### src/design/tss_pkg.sv
package tss_pkg;

  // Register offsets, relative to the status I/O base
  localparam logic [7:0] OFS_STATUS_MIRROR = 8'h00;
  localparam logic [7:0] OFS_STATUS_TOP = 8'h02;

  // Bit positions of the top-level status word
  localparam int BIT_PME = 0;
  localparam int BIT_AUDIO = 1;
  localparam int BIT_ACPI = 2;
  localparam int BIT_LPC = 3;
  localparam int BIT_RSVD = 4;
  localparam int BIT_VID_RETRACE = 5;
  localparam int BIT_VGA_TIMER = 6;
  localparam int BIT_A20 = 7;
  localparam int BIT_SOFTWARE = 8;
  localparam int BIT_TIMER_TRAP = 9;
  localparam int BIT_EXT_PIN = 10;
  localparam int BIT_SIO_IRQ = 11;
  localparam int BIT_NMI = 12;
  localparam int BIT_WARM_RESET = 13;
  localparam int BIT_USB = 14;
  localparam int BIT_SUSP_MIRROR = 15;

  // Serial link status bit that carries the retrace event
  localparam int LINK_RETRACE_BIT = 7;

  // Field groups of the status word
  localparam logic [15:0] MASK_READ_CLEAR = 16'h71E0;
  localparam logic [15:0] MASK_LEVEL_TWO = 16'h0A0F;
  localparam logic [15:0] MASK_PIN = 16'h0400;
  localparam logic [15:0] MASK_LIVE = 16'h8000;
  localparam logic [15:0] MASK_RESERVED = 16'h0010;
  localparam logic [15:0] MASK_SMI_CAUSE = 16'h7FEF;

  // Reset values
  localparam logic [15:0] RST_STATUS = 16'h0000;
  localparam logic [7:0] RST_PIN_STATUS = 8'h00;
  localparam logic [15:0] RST_RD_DATA = 16'h0000;

  // Widths
  localparam int PIN_COUNT = 8;
  localparam int LINK_WIDTH = 8;

  // Source event pulses, one cycle each
  typedef struct packed {
    logic usbEvent;
    logic warmResetEvent;
    logic nmiEvent;
    logic sioIrqEvent;
    logic softwareEvent;
    logic a20Event;
    logic vgaTimerEvent;
    logic lpcEvent;
    logic acpiAccessEvent;
    logic audioEvent;
    logic pmeEvent;
    logic [1:0] gpTimerExpired;
    logic [2:0] userTrapHit;
    logic functionTrapHit;
  } tss_src_s;

  // Second-level clear pulses, one cycle each
  typedef struct packed {
    logic sioIrqClear;
    logic timerTrapClear;
    logic lpcClear;
    logic acpiClear;
    logic audioClear;
    logic pmeClear;
  } tss_clr_s;

  // Configuration levels
  typedef struct packed {
    logic suspModEnable;
    logic vidRetraceEnable;
    logic vgaTimerEnable;
  } tss_cfg_s;

endpackage

### src/design/tss_pin_status.sv
`timescale 1ns/10ps
module tss_pin_status
  import tss_pkg::*;
(
  input wire logic sys_clk,
  input wire logic rst_n,
  input wire logic [PIN_COUNT-1:0] pinEvent,
  input wire logic [PIN_COUNT-1:0] pinThirdClear,
  output logic [PIN_COUNT-1:0] pinStatus,
  output logic pinAny
);

  typedef struct packed {
    logic [PIN_COUNT-1:0] flags;
  } tss_pin_state_s;

  tss_pin_state_s state_reg;
  tss_pin_state_s state_next;

  // Per-pin second-level flag; a new edge wins over a clear
  always_comb begin
    state_next = state_reg;
    state_next.flags = (state_reg.flags & ~pinThirdClear) | pinEvent;
  end

  // Register stage
  always_ff @(posedge sys_clk) begin
    if (!rst_n) begin
      state_reg.flags <= RST_PIN_STATUS;
    end else begin
      state_reg <= state_next;
    end
  end

  assign pinStatus = state_reg.flags;
  assign pinAny = |state_reg.flags;

endmodule

### src/design/tss_top.sv
`timescale 1ns/10ps
//
// Contract
// - Sixteen-bit top status register at offset 02h, mixed read-only and read-to-clear.
// - Reading the top register clears read-to-clear flags, leaves read-only flags.
// - Second-level clear also clears its top flag, except pin sources.
// - Pin third-level clear clears the second-level and top flags.
// - Mirror at offset 00h reads the same value without clearing anything.
// - Bit 15 shows the live suspend-modulation configuration bit.
// - Warm-reset command sets its own read-to-clear flag.
// - Bit 5 flags video retrace decoded from serial link status bit 7.
// - Video retrace source fires only while its enable bit is one.
// - Timer source in bit 6 fires only while its enable bit is one.
// - Bit 4 is reserved and always reads zero.
// - Bit 3 flags low-pin-count bus interface interrupts.
// - Bit 2 flags accesses to the ACPI register block.
// - Bit 1 flags audio subsystem interrupts.
// - Bit 0 flags power-management events other than bit 9 sources.
// - Bit 6 flags expiry of the video-graphics timer.
// - Bit 9 flags general timers, user-defined traps and function traps.
module tss_top
  import tss_pkg::*;
(
  input wire logic sys_clk,
  input wire logic rst_n,
  input wire logic ioRdStrobe,
  input wire logic [7:0] ioAddr,
  output logic [15:0] ioRdData,
  output logic ioRdValid,
  input wire tss_cfg_s cfgLevels,
  input wire logic [LINK_WIDTH-1:0] processor_serial_link_status,
  input wire tss_src_s srcEvents,
  input wire tss_clr_s levelTwoClear,
  input wire logic [PIN_COUNT-1:0] pinEvent,
  input wire logic [PIN_COUNT-1:0] pinThirdClear,
  output logic [PIN_COUNT-1:0] pinStatus,
  output logic smiRequest
);

  // Whole state of the block except the pin flags held in u_pin_status
  typedef struct packed {
    logic [15:0] flags;
    logic [15:0] rdData;
    logic rdValid;
    logic retracePrev;
    logic smiActive;
  } tss_state_s;

  tss_state_s state_reg;
  tss_state_s state_next;

  // Vectors by bit position
  logic [15:0] setVec;
  logic [15:0] rdClrVec;
  logic [15:0] lowClrVec;
  logic [15:0] flagsNext;
  logic [15:0] viewWord;
  logic [15:0] rdDataNext;
  logic [15:0] causeVec;
  logic smiNext;

  // Decode and source helpers
  logic readTop;
  logic readMirror;
  logic readAny;
  logic retraceNow;
  logic retraceEdge;
  logic timerTrapHit;
  logic pinClearHit;

  // Per-source set terms
  logic pmeSet;
  logic audioSet;
  logic acpiSet;
  logic lpcSet;
  logic retraceSet;
  logic vgaTimerSet;
  logic a20Set;
  logic softwareSet;
  logic timerTrapSet;
  logic extPinSet;
  logic sioIrqSet;
  logic nmiSet;
  logic warmResetSet;
  logic usbSet;

  // Read-to-clear terms, one per read-to-clear bit
  logic retraceRdClr;
  logic vgaTimerRdClr;
  logic a20RdClr;
  logic softwareRdClr;
  logic nmiRdClr;
  logic warmResetRdClr;
  logic usbRdClr;

  // Lower-level clear terms, one per read-only bit
  logic pmeLowClr;
  logic audioLowClr;
  logic acpiLowClr;
  logic lpcLowClr;
  logic timerTrapLowClr;
  logic extPinLowClr;
  logic sioIrqLowClr;

  // Second-level store of the pin-originated sources
  tss_pin_status u_pin_status (
    .sys_clk(sys_clk),
    .rst_n(rst_n),
    .pinEvent(pinEvent),
    .pinThirdClear(pinThirdClear),
    .pinStatus(pinStatus),
    .pinAny()
  );

  // Top offset; both bytes of the word select it
  assign readTop = ioRdStrobe && (ioAddr[7:1] == OFS_STATUS_TOP[7:1]);
  // Mirror offset, same word without side effects
  assign readMirror = ioRdStrobe && (ioAddr[7:1] == OFS_STATUS_MIRROR[7:1]);
  // Every strobe is answered, unmapped offsets with zero
  assign readAny = ioRdStrobe;

  // Retrace level from the link, sampled every cycle
  assign retraceNow = processor_serial_link_status[LINK_RETRACE_BIT];

  // Rising edge only, so a held level fires once
  assign retraceEdge = retraceNow && !state_reg.retracePrev;

  // Bit 9 gathers timers and both kinds of trap
  assign timerTrapHit = (|srcEvents.gpTimerExpired)
    || (|srcEvents.userTrapHit)
    || srcEvents.functionTrapHit;

  // Any third-level pin clear counts for the top pin flag
  assign pinClearHit = |pinThirdClear;

  // Bit 0: power-management events outside bit 9
  assign pmeSet = srcEvents.pmeEvent;

  // Cleared at its second level
  assign pmeLowClr = levelTwoClear.pmeClear;

  // Bit 1: audio subsystem
  assign audioSet = srcEvents.audioEvent;

  // Cleared at its second level
  assign audioLowClr = levelTwoClear.audioClear;

  // Bit 2: accesses to the ACPI register block
  assign acpiSet = srcEvents.acpiAccessEvent;

  // Cleared at its second level
  assign acpiLowClr = levelTwoClear.acpiClear;

  // Bit 3: low-pin-count bus interface
  assign lpcSet = srcEvents.lpcEvent;

  // Cleared at its second level
  assign lpcLowClr = levelTwoClear.lpcClear;

  // Bit 5: retrace, gated by its enable level
  assign retraceSet = retraceEdge && cfgLevels.vidRetraceEnable;

  // Cleared by a top read
  assign retraceRdClr = readTop;

  // Bit 6: graphics timer, gated by its enable level
  assign vgaTimerSet = srcEvents.vgaTimerEvent && cfgLevels.vgaTimerEnable;

  // Cleared by a top read
  assign vgaTimerRdClr = readTop;

  // Bit 7: address-line toggle
  assign a20Set = srcEvents.a20Event;

  // Cleared by a top read
  assign a20RdClr = readTop;

  // Bit 8: software-generated
  assign softwareSet = srcEvents.softwareEvent;

  // Cleared by a top read
  assign softwareRdClr = readTop;

  // Bit 9: timers and traps
  assign timerTrapSet = timerTrapHit;

  // Cleared at its second level
  assign timerTrapLowClr = levelTwoClear.timerTrapClear;

  // Bit 10: pin sources
  assign extPinSet = |pinEvent;

  // Any third-level clear; second-level clears never reach here
  assign extPinLowClr = pinClearHit;

  // Bit 11: super I/O interrupt line
  assign sioIrqSet = srcEvents.sioIrqEvent;

  // Cleared at its second level
  assign sioIrqLowClr = levelTwoClear.sioIrqClear;

  // Bit 12: non-maskable interrupt
  assign nmiSet = srcEvents.nmiEvent;

  // Cleared by a top read
  assign nmiRdClr = readTop;

  // Bit 13: warm-reset command
  assign warmResetSet = srcEvents.warmResetEvent;

  // Cleared by a top read
  assign warmResetRdClr = readTop;

  // Bit 14: USB activity
  assign usbSet = srcEvents.usbEvent;

  // Cleared by a top read
  assign usbRdClr = readTop;

  // Gather set terms by bit position
  always_comb begin
    setVec = 16'h0000;
    // Second-level sources
    setVec[BIT_PME] = pmeSet;
    setVec[BIT_AUDIO] = audioSet;
    setVec[BIT_ACPI] = acpiSet;
    setVec[BIT_LPC] = lpcSet;
    setVec[BIT_TIMER_TRAP] = timerTrapSet;
    setVec[BIT_SIO_IRQ] = sioIrqSet;
    // Read-to-clear sources
    setVec[BIT_VID_RETRACE] = retraceSet;
    setVec[BIT_VGA_TIMER] = vgaTimerSet;
    setVec[BIT_A20] = a20Set;
    setVec[BIT_SOFTWARE] = softwareSet;
    setVec[BIT_NMI] = nmiSet;
    setVec[BIT_WARM_RESET] = warmResetSet;
    setVec[BIT_USB] = usbSet;
    // Pin source
    setVec[BIT_EXT_PIN] = extPinSet;
  end

  // Gather read-to-clear terms; the rest stay zero
  always_comb begin
    rdClrVec = 16'h0000;
    rdClrVec[BIT_VID_RETRACE] = retraceRdClr;
    rdClrVec[BIT_VGA_TIMER] = vgaTimerRdClr;
    rdClrVec[BIT_A20] = a20RdClr;
    rdClrVec[BIT_SOFTWARE] = softwareRdClr;
    rdClrVec[BIT_NMI] = nmiRdClr;
    rdClrVec[BIT_WARM_RESET] = warmResetRdClr;
    rdClrVec[BIT_USB] = usbRdClr;
  end

  // Gather lower-level clear terms
  always_comb begin
    lowClrVec = 16'h0000;
    lowClrVec[BIT_PME] = pmeLowClr;
    lowClrVec[BIT_AUDIO] = audioLowClr;
    lowClrVec[BIT_ACPI] = acpiLowClr;
    lowClrVec[BIT_LPC] = lpcLowClr;
    lowClrVec[BIT_TIMER_TRAP] = timerTrapLowClr;
    lowClrVec[BIT_EXT_PIN] = extPinLowClr;
    lowClrVec[BIT_SIO_IRQ] = sioIrqLowClr;
  end

  // Per-bit flag update; a set in the clear cycle is kept
  for (genvar i = 0; i < 16; i++) begin : g_flag
    if (MASK_READ_CLEAR[i]) begin : g_rd
      // Dropped by a top read only
      assign flagsNext[i] = (state_reg.flags[i] && !rdClrVec[i]) || setVec[i];
    end else if (MASK_LEVEL_TWO[i]) begin : g_low
      // Dropped by its second-level clear only
      assign flagsNext[i] = (state_reg.flags[i] && !lowClrVec[i]) || setVec[i];
    end else if (MASK_PIN[i]) begin : g_pin
      // Dropped by a third-level pin clear only
      assign flagsNext[i] = (state_reg.flags[i] && !lowClrVec[i]) || setVec[i];
    end else begin : g_none
      // Live or reserved bits hold no flag
      assign flagsNext[i] = 1'b0;
    end
  end

  // Word shown by both read offsets, built bit by bit
  for (genvar j = 0; j < 16; j++) begin : g_view
    if (j == BIT_SUSP_MIRROR) begin : g_live
      // Live configuration level, never stored
      assign viewWord[j] = cfgLevels.suspModEnable;
    end else if (j == BIT_RSVD) begin : g_rsvd
      // Reserved position
      assign viewWord[j] = 1'b0;
    end else begin : g_stored
      // Stored flag
      assign viewWord[j] = state_reg.flags[j];
    end
  end

  // Read answer holds the word before this read's own clear
  always_comb begin
    rdDataNext = RST_RD_DATA;
    if (readTop || readMirror) begin
      rdDataNext = viewWord;
    end
  end

  // Request causes; live and reserved bits never count
  assign causeVec = flagsNext & MASK_SMI_CAUSE;
  assign smiNext = |causeVec;

  // Next-state logic
  always_comb begin
    state_next = state_reg;
    // Edge history of the retrace bit
    state_next.retracePrev = retraceNow;
    state_next.flags = flagsNext;
    state_next.rdValid = readAny;
    state_next.rdData = rdDataNext;
    // Request follows the next flags, so it drops on the clearing edge
    state_next.smiActive = smiNext;
  end

  // Register stage
  always_ff @(posedge sys_clk) begin
    if (!rst_n) begin
      state_reg.flags <= RST_STATUS;
      state_reg.rdData <= RST_RD_DATA;
      state_reg.rdValid <= 1'b0;
      state_reg.retracePrev <= 1'b0;
      state_reg.smiActive <= 1'b0;
    end else begin
      state_reg <= state_next;
    end
  end

  // Read answer straight from flops
  assign ioRdData = state_reg.rdData;
  assign ioRdValid = state_reg.rdValid;

  // Request straight from a flop
  assign smiRequest = state_reg.smiActive;

endmodule

### config.mk
export PLATFORM = sky130hd
export DESIGN_NAME = tss_top
export DESIGN_NICKNAME = d
export VERILOG_FILES = /design/src/design/tss_pkg.sv /design/src/design/tss_pin_status.sv /design/src/design/tss_top.sv
export SDC_FILE = /design/constraint.sdc
export NUM_CORES = 1
export LEC_CHECK = 0
export ABC_AREA = 1
export BUFFER_PORTS_ARGS = -buffer_cell sky130_fd_sc_hd__buf_2
export CAP_MARGIN = 10
export CORE_AREA = 2 2 62 64
export DETAILED_ROUTE_END_ITERATION = 10
export DIE_AREA = 0 0 64 66
export GPL_ROUTABILITY_DRIVEN = 1
export PLACE_DENSITY = 0.84
export SLEW_MARGIN = 0
export SYNTH_ARGS = -nofsm -noshare
export SYNTH_HDL_FRONTEND = slang
export SYNTH_SLANG_ARGS = --single-unit
### constraint.sdc
create_clock -name sys_clk -period 2.29 [get_ports sys_clk]
set_input_delay 0.3435 -clock sys_clk [delete_from_list [all_inputs] [get_ports sys_clk]]
set_output_delay 0.3435 -clock sys_clk [all_outputs]
set_load 0.005 [all_outputs]
==> results.toml, run 1 <==
[outcome]
outcome = "completed"

[logic_synthesis]
syn_area_um2 = 1560
syn_inst = 210
ys_seq_area_share_pct = 51.4
synthDistinctLibCells = 15
synth_nets = 271
yosysWarnings = 0
synth_seq_cells = 40
postSynthAreaPerCell_um2 = 7.41

[layout]
layout_common_cells = "77 x buf_2, 51 x nor2_1, 41 x inv_1"
area_growth_pct = 23.1
final_area_um2 = 1920
n_antenna_cell = 0
final_layout_size_suffix_gt1_share_pct = 31.3
mostFrequentLayoutCell = "buf_2"
final_nets = 336

[die]
core-area_um2 = 3550
die_w_um = 64
pin_count = 87
die-area_um2 = 4220
fp-row-count = 22
initial_core_util_pct = 43.8
die_h_um = 66

[sta]
maxSlewViolCount = 0
relSlewSlack_pct = 52.5
fin_crit_sh_pct = 53.9
setup_violations = 0
fin_skew_ps = 4.85
final_hold_viol_count = 0
rsz0062_at_grt = "false"
fin_setup_tns_ps = 0
whs_ps = 207
min_period_ps = 1230
worst_slew_pin_slew_ps = 711
max_freq_ghz = 0.810

[clock_tree]
cts_root_buf = "clkbuf_4"
clkLatencyLatePin_ps = 340
htreeDepth = 2
ctsResizeCount = 0
post_cts_buffers = 0
cts_buffer_depth = 2
clk_pin_slew_worst_paths_ps = 110
cts_tree = "yes"
cts_num_sinks = 40
numCtsBuffers = 5
cts_hold_buf = 0

[critical_path]
cpPeakStageDelay_ps = 310
startpoint_type = "flop"
slowest_stage = "dfxtp_1"
criticalPathCategory = "flop to flop"
crit_path_frequent_cell = "nor2_1"
required_ps = 2500
end_kind = "flop"
path_max_fanout = 2
crit_family = "simple AND/OR/NAND/NOR gates"
cp.arrival_ps = 1440
path_buf_inv = 1
crit_chain = "inv_1 -> nor2_1 -> nor2_1 -> nand3_1 -> nor2_1 -> nand2_1 -> nor2_1 -> nand2_1 -> nor2_1 -> nor2_1"

[global_route]
grt_pass1_vias = 1203
grt_pass1_wl_mm = 4.78
grt_overflow = 0
grt_max_degree = 24
track_usage_pct = 15.0
antenna_found_initial = 0

[pwr]
ir_worst_vdd_v = 0.000348
p_leak_nw = 1.09
p_per_area_nw_per_um2 = 620
finalPower_mw = 1.19

[routing]
ant_nets = 0
viasPerCell = 4.04
first_iter_violations = 63
wire_per_inst_um = 9.36
vias = 1305
dr.pass1.iters = 4
drt-total-wl_mm = 3.02
drc = 0

[job]
cap_violations = 0

[placed_design]
hpwlAfterDp_mm = 2.36
placed_cell_area_um2 = 1870
place_congestion = 0.730
port_buffers = 77

[hold_path]
hold_class = "input pin to flop"
-- worst reg2reg max path: cells and delay by family, from the launching register on --
family,cells,cell delay (ps)
buffers and inverters,1,60
DFF,1,310
and+or+nand+nor,9,730
-- power by group --
group,total (mW),leakage [nW],internal (mW),switching (mW)
combinational,0.133,0.733,0.0656,0.0670
clock,0.318,0.0281,0.113,0.205
sequential,0.737,0.330,0.724,0.0126
total,1.19,1.09,0.903,0.285
-- metrics by stage --
stage / instances / util (%) / setup slack, ps
2_1_floorplan: 210 / - / 1100
3_3_place_gp: 316 / 52.6 / 825
3_5_place_dp: 316 / 52.6 / 806
4_1_cts: 323 / 53.9 / 1040
5_1_grt: 323 / 53.9 / 840
6_report: 323 / 53.9 / 1060
-- metal layers --
metal / vias up / GRT usage (%) / routed length (µm)
met1: 539 / 14.6 / 1230
li1: 725 / - / -
met2: 35 / 28.1 / 1560
met3: 6 / 4.77 / 159
met5: - / 0 / 0
met4: 0 / 7.88 / 65
-- synthesized netlist by cell type (all sizes together) --
master	count	share of area, %
nand2	30	7.2
nand4	1	0.40
inv	41	9.9
clkbuf	2	0.48
dfxtp	40	51
conb	1	0.24
buf	17	8.0
nor3	1	1.0
nor2	52	13
nand3	5	1.9
nand3b	1	0.48
a21oi	19	6.1
-- path summary, 6_finish.rpt --
kind	endpoint	slack, ps	cells past startpoint	startpoint
worst max-delay path	smiRequest	1060	10	state_reg[21]
worst max register to register	smiRequest	1060	10	state_reg[21]
worst min-delay path	ioRdData[15]	210	3	cfgLevels[2]
worst min register to register	ioRdData[7]	430	2	state_reg[26]
-- final cells by class --
type | count | area (µm²)
flip-flops and latches | 40 | 801
clock inverters | 1 | 5.00
inverters | 41 | 154
well taps | 48 | 60.1
repair buffers | 77 | 385
multi-input cells | 110 | 469
fillers | 349 | 1640
clock buffers | 6 | 41.3
-- cells by family (layout without fill, tap and decap cells) --
kind of cell | after synthesis | in the layout | synth area share (%)
compound gates | 19 | 19 | 6.11
other cells | 1 | 1 | 0.241
flops | 40 | 40 | 51.4
buf+inv | 60 | 125 | 18.4
simple gates | 90 | 90 | 23.8
Note: power is estimated with default switching activity, not from simulation.
==> run 2, diff against run 1 <==
--- a/config.mk
+++ b/config.mk
@@ -8,11 +8,11 @@
 export ABC_AREA = 1
 export BUFFER_PORTS_ARGS = -buffer_cell sky130_fd_sc_hd__buf_2
 export CAP_MARGIN = 10
-export CORE_AREA = 2 2 62 64
+export CORE_AREA = 2 2 67 69
 export DETAILED_ROUTE_END_ITERATION = 10
-export DIE_AREA = 0 0 64 66
+export DIE_AREA = 0 0 69 71
 export GPL_ROUTABILITY_DRIVEN = 1
-export PLACE_DENSITY = 0.84
+export PLACE_DENSITY = 0.76
 export SLEW_MARGIN = 0
 export SYNTH_ARGS = -nofsm -noshare
 export SYNTH_HDL_FRONTEND = slang
==> constraint.sdc (replaced) <==
create_clock -name sys_clk -period 1.1 [get_ports sys_clk]
set_input_delay 0.165 -clock sys_clk [delete_from_list [all_inputs] [get_ports sys_clk]]
set_output_delay 0.165 -clock sys_clk [all_outputs]
set_load 0.005 [all_outputs]
==> results.toml, run 2 (synthesis results as in run 1) <==
[die]
core-area_um2 = 4200
die_h_um = 71
initial_core_util_pct = 37.0
die-area_um2 = 4900
fp-row-count = 24
pin_count = 87
die_w_um = 69

[layout]
layout_common_cells = "77 x buf_2, 48 x nor2_1, 40 x inv_1"
area_growth_pct = 34.2
post-route-util_pct = 49.7
final_layout_size_suffix_gt1_share_pct = 37.0
mostFrequentLayoutCell = "buf_2"
final_nets = 344
n_antenna_cell = 0

[clock_tree]
numCtsBuffers = 5
cts_root_buf = "clkbuf_8"
cts_hold_buf = 0
cts_num_sinks = 40
clk_pin_slew_worst_paths_ps = 70
clkLatencyLatePin_ps = 280
cts_tree = "yes"
htreeDepth = 2
cts_buffer_depth = 2

[critical_path]
cpPeakStageDelay_ps = 330
endpoint = "smiRequest"
cp.arrival_ps = 1390
startpoint = "state_reg[22]"
startpoint_type = "flop"
criticalPathCategory = "flop to flop"
r2r-end = "smiRequest"
crit_family = "simple AND/OR/NAND/NOR gates"
path_depth = 10
end_kind = "flop"
slowest_stage = "dfxtp_2"
r2r_setup_slack_ps = -100
crit_path_frequent_cell = "nor2_1"
path_max_fanout = 2
r2r_start = "state_reg[22]"
reg2reg_depth = 10
path_buf_inv = 0
crit_chain = "nand2_2 -> nand2_1 -> nor2_1 -> nand2_1 -> nor2_1 -> nand2_1 -> nor2_1 -> nand2_1 -> nor2_1 -> nor2_1"
required_ps = 1280

[global_route]
grt_pass1_wl_mm = 5.07
grt_busiest_layer = "met2"
track_usage_pct = 12.8
grt_max_degree = 24
grt_pass1_vias = 1225
grt.met3_usage_pct = 3.42
use_met1_pct = 14.9
grt_overflow = 0
grt_util_met2_pct = 22.2
antenna_found_initial = 0

[routing]
first_iter_violations = 49
vias = 1393
ant_nets = 0
wire_per_inst_um = 8.95
dr.pass1.iters = 4
drc = 0
drt-total-wl_mm = 3.01
viasPerCell = 4.15

[pwr]
p_sw_mw = 0.651
swShare_pct = 20.9
p_per_area_nw_per_um2 = 1490
ir_worst_vdd_v = 0.000674
p_clk_share_pct = 41.1
p_leak_nw = 1.17
combinationalPowerShare_pct = 9.7
pwr-share-seq_pct = 49.2
intPower_mw = 2.47

[placed_design]
port_buffers = 77
hpwlAfterDp_mm = 2.35
place_congestion = 0.725

[sta]
worst_slack_ps = -102
rsz0062_at_grt = "true"
fin_crit_sh_pct = 109
min_period_ps = 1200
fin_setup_tns_ps = -102
setup_violations = 1
fin_skew_ps = 1.90
final_hold_viol_count = 0
maxSlewViolCount = 0
max_freq_ghz = 0.832

[job]
cap_violations = 0

[hold_path]
hold_class = "input pin to flop"

[outcome]
failed_checks = "setup timing"
outcome = "complete, but fails checks"
-- run 2: cell types whose count changed in the layout (fill, tap and decap cells not counted), sizes merged --
cell,before,now
clkbuf,6,7
bufinv,0,1
buf,77,85
clkinv,1,0
-- run 2: how the worst min path moves through the flow --
stage | start | to | slack, ps | cells past startpoint
floorplan | processor_serial_link_status[7] | state_reg[1] | 260 | 2
global placement | processor_serial_link_status[7] | state_reg[1] | 360 | 3
detailed placement | processor_serial_link_status[7] | state_reg[1] | 370 | 3
CTS | processor_serial_link_status[7] | state_reg[1] | 70 | 3
global route | processor_serial_link_status[7] | state_reg[1] | 80 | 3
finish | processor_serial_link_status[7] | state_reg[1] | 80 | 3
-- run 2: power by group through the flow --
| stage | clock, mW | sequential, mW | combinational, mW |
|---|---|---|---|
| 2_1_floorplan | 0 | 1.57 | 0.133 |
| 3_3_place_gp | 0 | 1.56 | 0.290 |
| 3_5_place_dp | 0 | 1.57 | 0.297 |
| 4_1_cts | 1.33 | 1.53 | 0.298 |
| 5_1_grt | 1.40 | 1.54 | 0.349 |
| 6_report | 1.28 | 1.54 | 0.302 |
-- run 2: through the flow --
step	cells	hold slack, ps	setup WS [ps]	total power, mW	cell area, µm²
3_3_place_gp	327	359	-139	1.85	1940
3_5_place_dp	327	372	-167	1.86	1940
5_1_grt	336	81.6	-269	3.29	2090
6_report	336	79.0	-102	3.12	2090
2_1_floorplan	210	258	64.4	1.70	1560
4_1_cts	335	70.7	-93.1	3.16	2070
-- run 2: what timing repair did --
action | 4_1_cts | 5_1_grt
gates cloned | 0 | 0
buffers inserted | 0 | 1
pin swaps | 0 | 9
gates resized for setup | 0 | 9
setup endpoints to repair | 1 | 1
-- run 2: cell type report --
type / count / area [µm²]
Timing Repair Buffer: 85 / 458
Inverter: 41 / 154
Fill cell: 426 / 2110
Sequential cell: 40 / 805
Clock buffer: 7 / 96.3
Tap cell: 52 / 65.1
Multi-Input combinational cell: 110 / 482
Clock inverter: 1 / 30.0
-- run 2: worst reg2reg max path, stage by stage, from the launching register on --
cell and delay (ps):
dfxtp_2 330, nand2_2 50, nand2_1 50, nor2_1 110, nand2_1 80, nor2_1 100, nand2_1 80, nor2_1 110
nand2_1 60, nor2_1 90, nor2_1 50
-- run 2: layer usage --
layer  wire length [µm]  vias up
li1                   -      743
met1               1300      592
met2               1480       52
met3                204        6
met4                 24        0
met5                  0        -
==> run 3, diff against run 2 <==
--- a/config.mk
+++ b/config.mk
@@ -8,9 +8,11 @@
 export ABC_AREA = 1
 export BUFFER_PORTS_ARGS = -buffer_cell sky130_fd_sc_hd__buf_2
 export CAP_MARGIN = 10
-export CORE_AREA = 2 2 67 69
+export CELL_PAD_IN_SITES_DETAIL_PLACEMENT = 1
+export CELL_PAD_IN_SITES_GLOBAL_PLACEMENT = 1
+export CORE_AREA = 2 2 81 83
 export DETAILED_ROUTE_END_ITERATION = 10
-export DIE_AREA = 0 0 69 71
+export DIE_AREA = 0 0 83 85
 export GPL_ROUTABILITY_DRIVEN = 1
 export PLACE_DENSITY = 0.76
 export SLEW_MARGIN = 0
==> results.toml, run 3 (synthesis results as in run 1) <==
[critical_path]
criticalPathCategory = "flop to flop"
path_max_fanout = 2
cp.arrival_ps = 1390
required_ps = 1290
end_kind = "flop"
startpoint_type = "flop"

[die]
initial_core_util_pct = 25.1
pin_count = 87
die-area_um2 = 7060
core-area_um2 = 6200
die_h_um = 85
die_w_um = 83
fp-row-count = 29

[sta]
whs_ps = 66.4
rsz0062_at_grt = "true"
final_hold_viol_count = 0
fin_crit_sh_pct = 109
fin_setup_tns_ps = -101
worst_slack_ps = -101
maxSlewViolCount = 0
fin_skew_ps = 7.90
min_period_ps = 1200
max_freq_ghz = 0.833
setup_violations = 1

[layout]
post-route-util_pct = 33.7
fillerInstances = 784
area_growth_pct = 34.2
n_antenna_cell = 0
final_nets = 345
multi_input_area_um2 = 479
layout_common_cells = "77 x buf_2, 50 x nor2_1, 41 x inv_1"
mostFrequentLayoutCell = "buf_2"
seqCellArea_um2 = 801
final_layout_size_suffix_gt1_share_pct = 35.1
final_area_um2 = 2090

[placed_design]
port_buffers = 77
hpwlAfterDp_mm = 2.94
placed_cell_area_um2 = 1990
place_congestion = 0.705
post-place-ws_ps = -169

[routing]
first_iter_violations = 27
vias = 1457
dr.pass1.iters = 4
ant_nets = 0
drc = 0
drt-total-wl_mm = 3.71
wire_per_inst_um = 10.2
viasPerCell = 4.02

[global_route]
grt_max_degree = 24
track_usage_pct = 11.2
grt_pass1_wl_mm = 6.40
grt_overflow = 0
antenna_found_initial = 0
grt_pass1_vias = 1511

[outcome]
outcome = "complete, but fails checks"
failed_checks = "setup timing"

[clock_tree]
cts_hold_buf = 0
cts_tree = "yes"
clkLatencyLatePin_ps = 290
htreeDepth = 2
cts_buffer_depth = 2
cts_root_buf = "clkbuf_8"
numCtsBuffers = 5
cts_num_sinks = 40
clk_pin_slew_worst_paths_ps = 80

[job]
cap_violations = 0

[pwr]
ir_worst_vdd_v = 0.000628
p_per_area_nw_per_um2 = 1370
p_leak_nw = 1.16

[hold_path]
hold_class = "input pin to flop"
==> run 3: repair_timing <==
item | CTS | global route
endpoints found under the setup margin | 1 | 1
pin swaps | 2 | 2
resized for setup | 1 | 2
hold endpoints to repair | 0 | 0
setup buffers | 0 | 0
==> run 3: report_power, final <==
group	switching (mW)	leakage (nW)	internal (mW)
Clock	0.523	0.0510	0.501
Sequential	0.0283	0.330	1.51
Combinational	0.150	0.781	0.160
Total	0.701	1.16	2.17
==> run 3: worst paths after layout <==
| kind | from | to | slack (ps) | depth (start not counted) |
|---|---|---|---|---|
| min | processor_serial_link_status[7] | state_reg[1] | 70 | 3 |
| max reg2reg | state_reg[21] | smiRequest | -100 | 10 |
| max | state_reg[21] | smiRequest | -100 | 10 |
| min reg2reg | state_reg[32] | ioRdData[13] | 430 | 2 |
==> run 3: layout make-up <==
| class | instances | area share [%] |
|---|---|---|
| flip-flops and latches | 40 | 38.3 |
| multi-input cells | 110 | 22.9 |
| repair buffers | 86 | 22.3 |
| inverters | 41 | 7.37 |
| well taps | 77 | 4.61 |
| clock buffers | 6 | 3.95 |
| clock inverters | 2 | 0.479 |
==> run 3: stage by stage <==
stage               std cells  power (mW)
finish                    362        2.87
CTS                       362        2.93
floorplan                 210        1.70
global route              362        3.03
detailed placement        354        1.88
global placement          354        1.87
==> run 3: routing by layer <==
| layer | up-vias | wire length [µm] | GRT usage, % |
|---|---|---|---|
| met5 | - | 0 | 0 |
| met2 | 42 | 1910 | 20.2 |
| met1 | 668 | 1550 | 12.7 |
| met3 | 2 | 232 | 3.50 |
| li1 | 745 | - | - |
| met4 | 0 | 8 | 3.13 |
==> run 3: critical path, stage by stage (launching register included) <==
cell and delay (ps):
dfxtp_1 300, inv_1 60, nor2_1 50, nor2_1 110
nand3_1 120, nor2_1 120, nand2_1 70, nor2_1 90
nand2_1 60, nor2_1 80, nor2_1 40
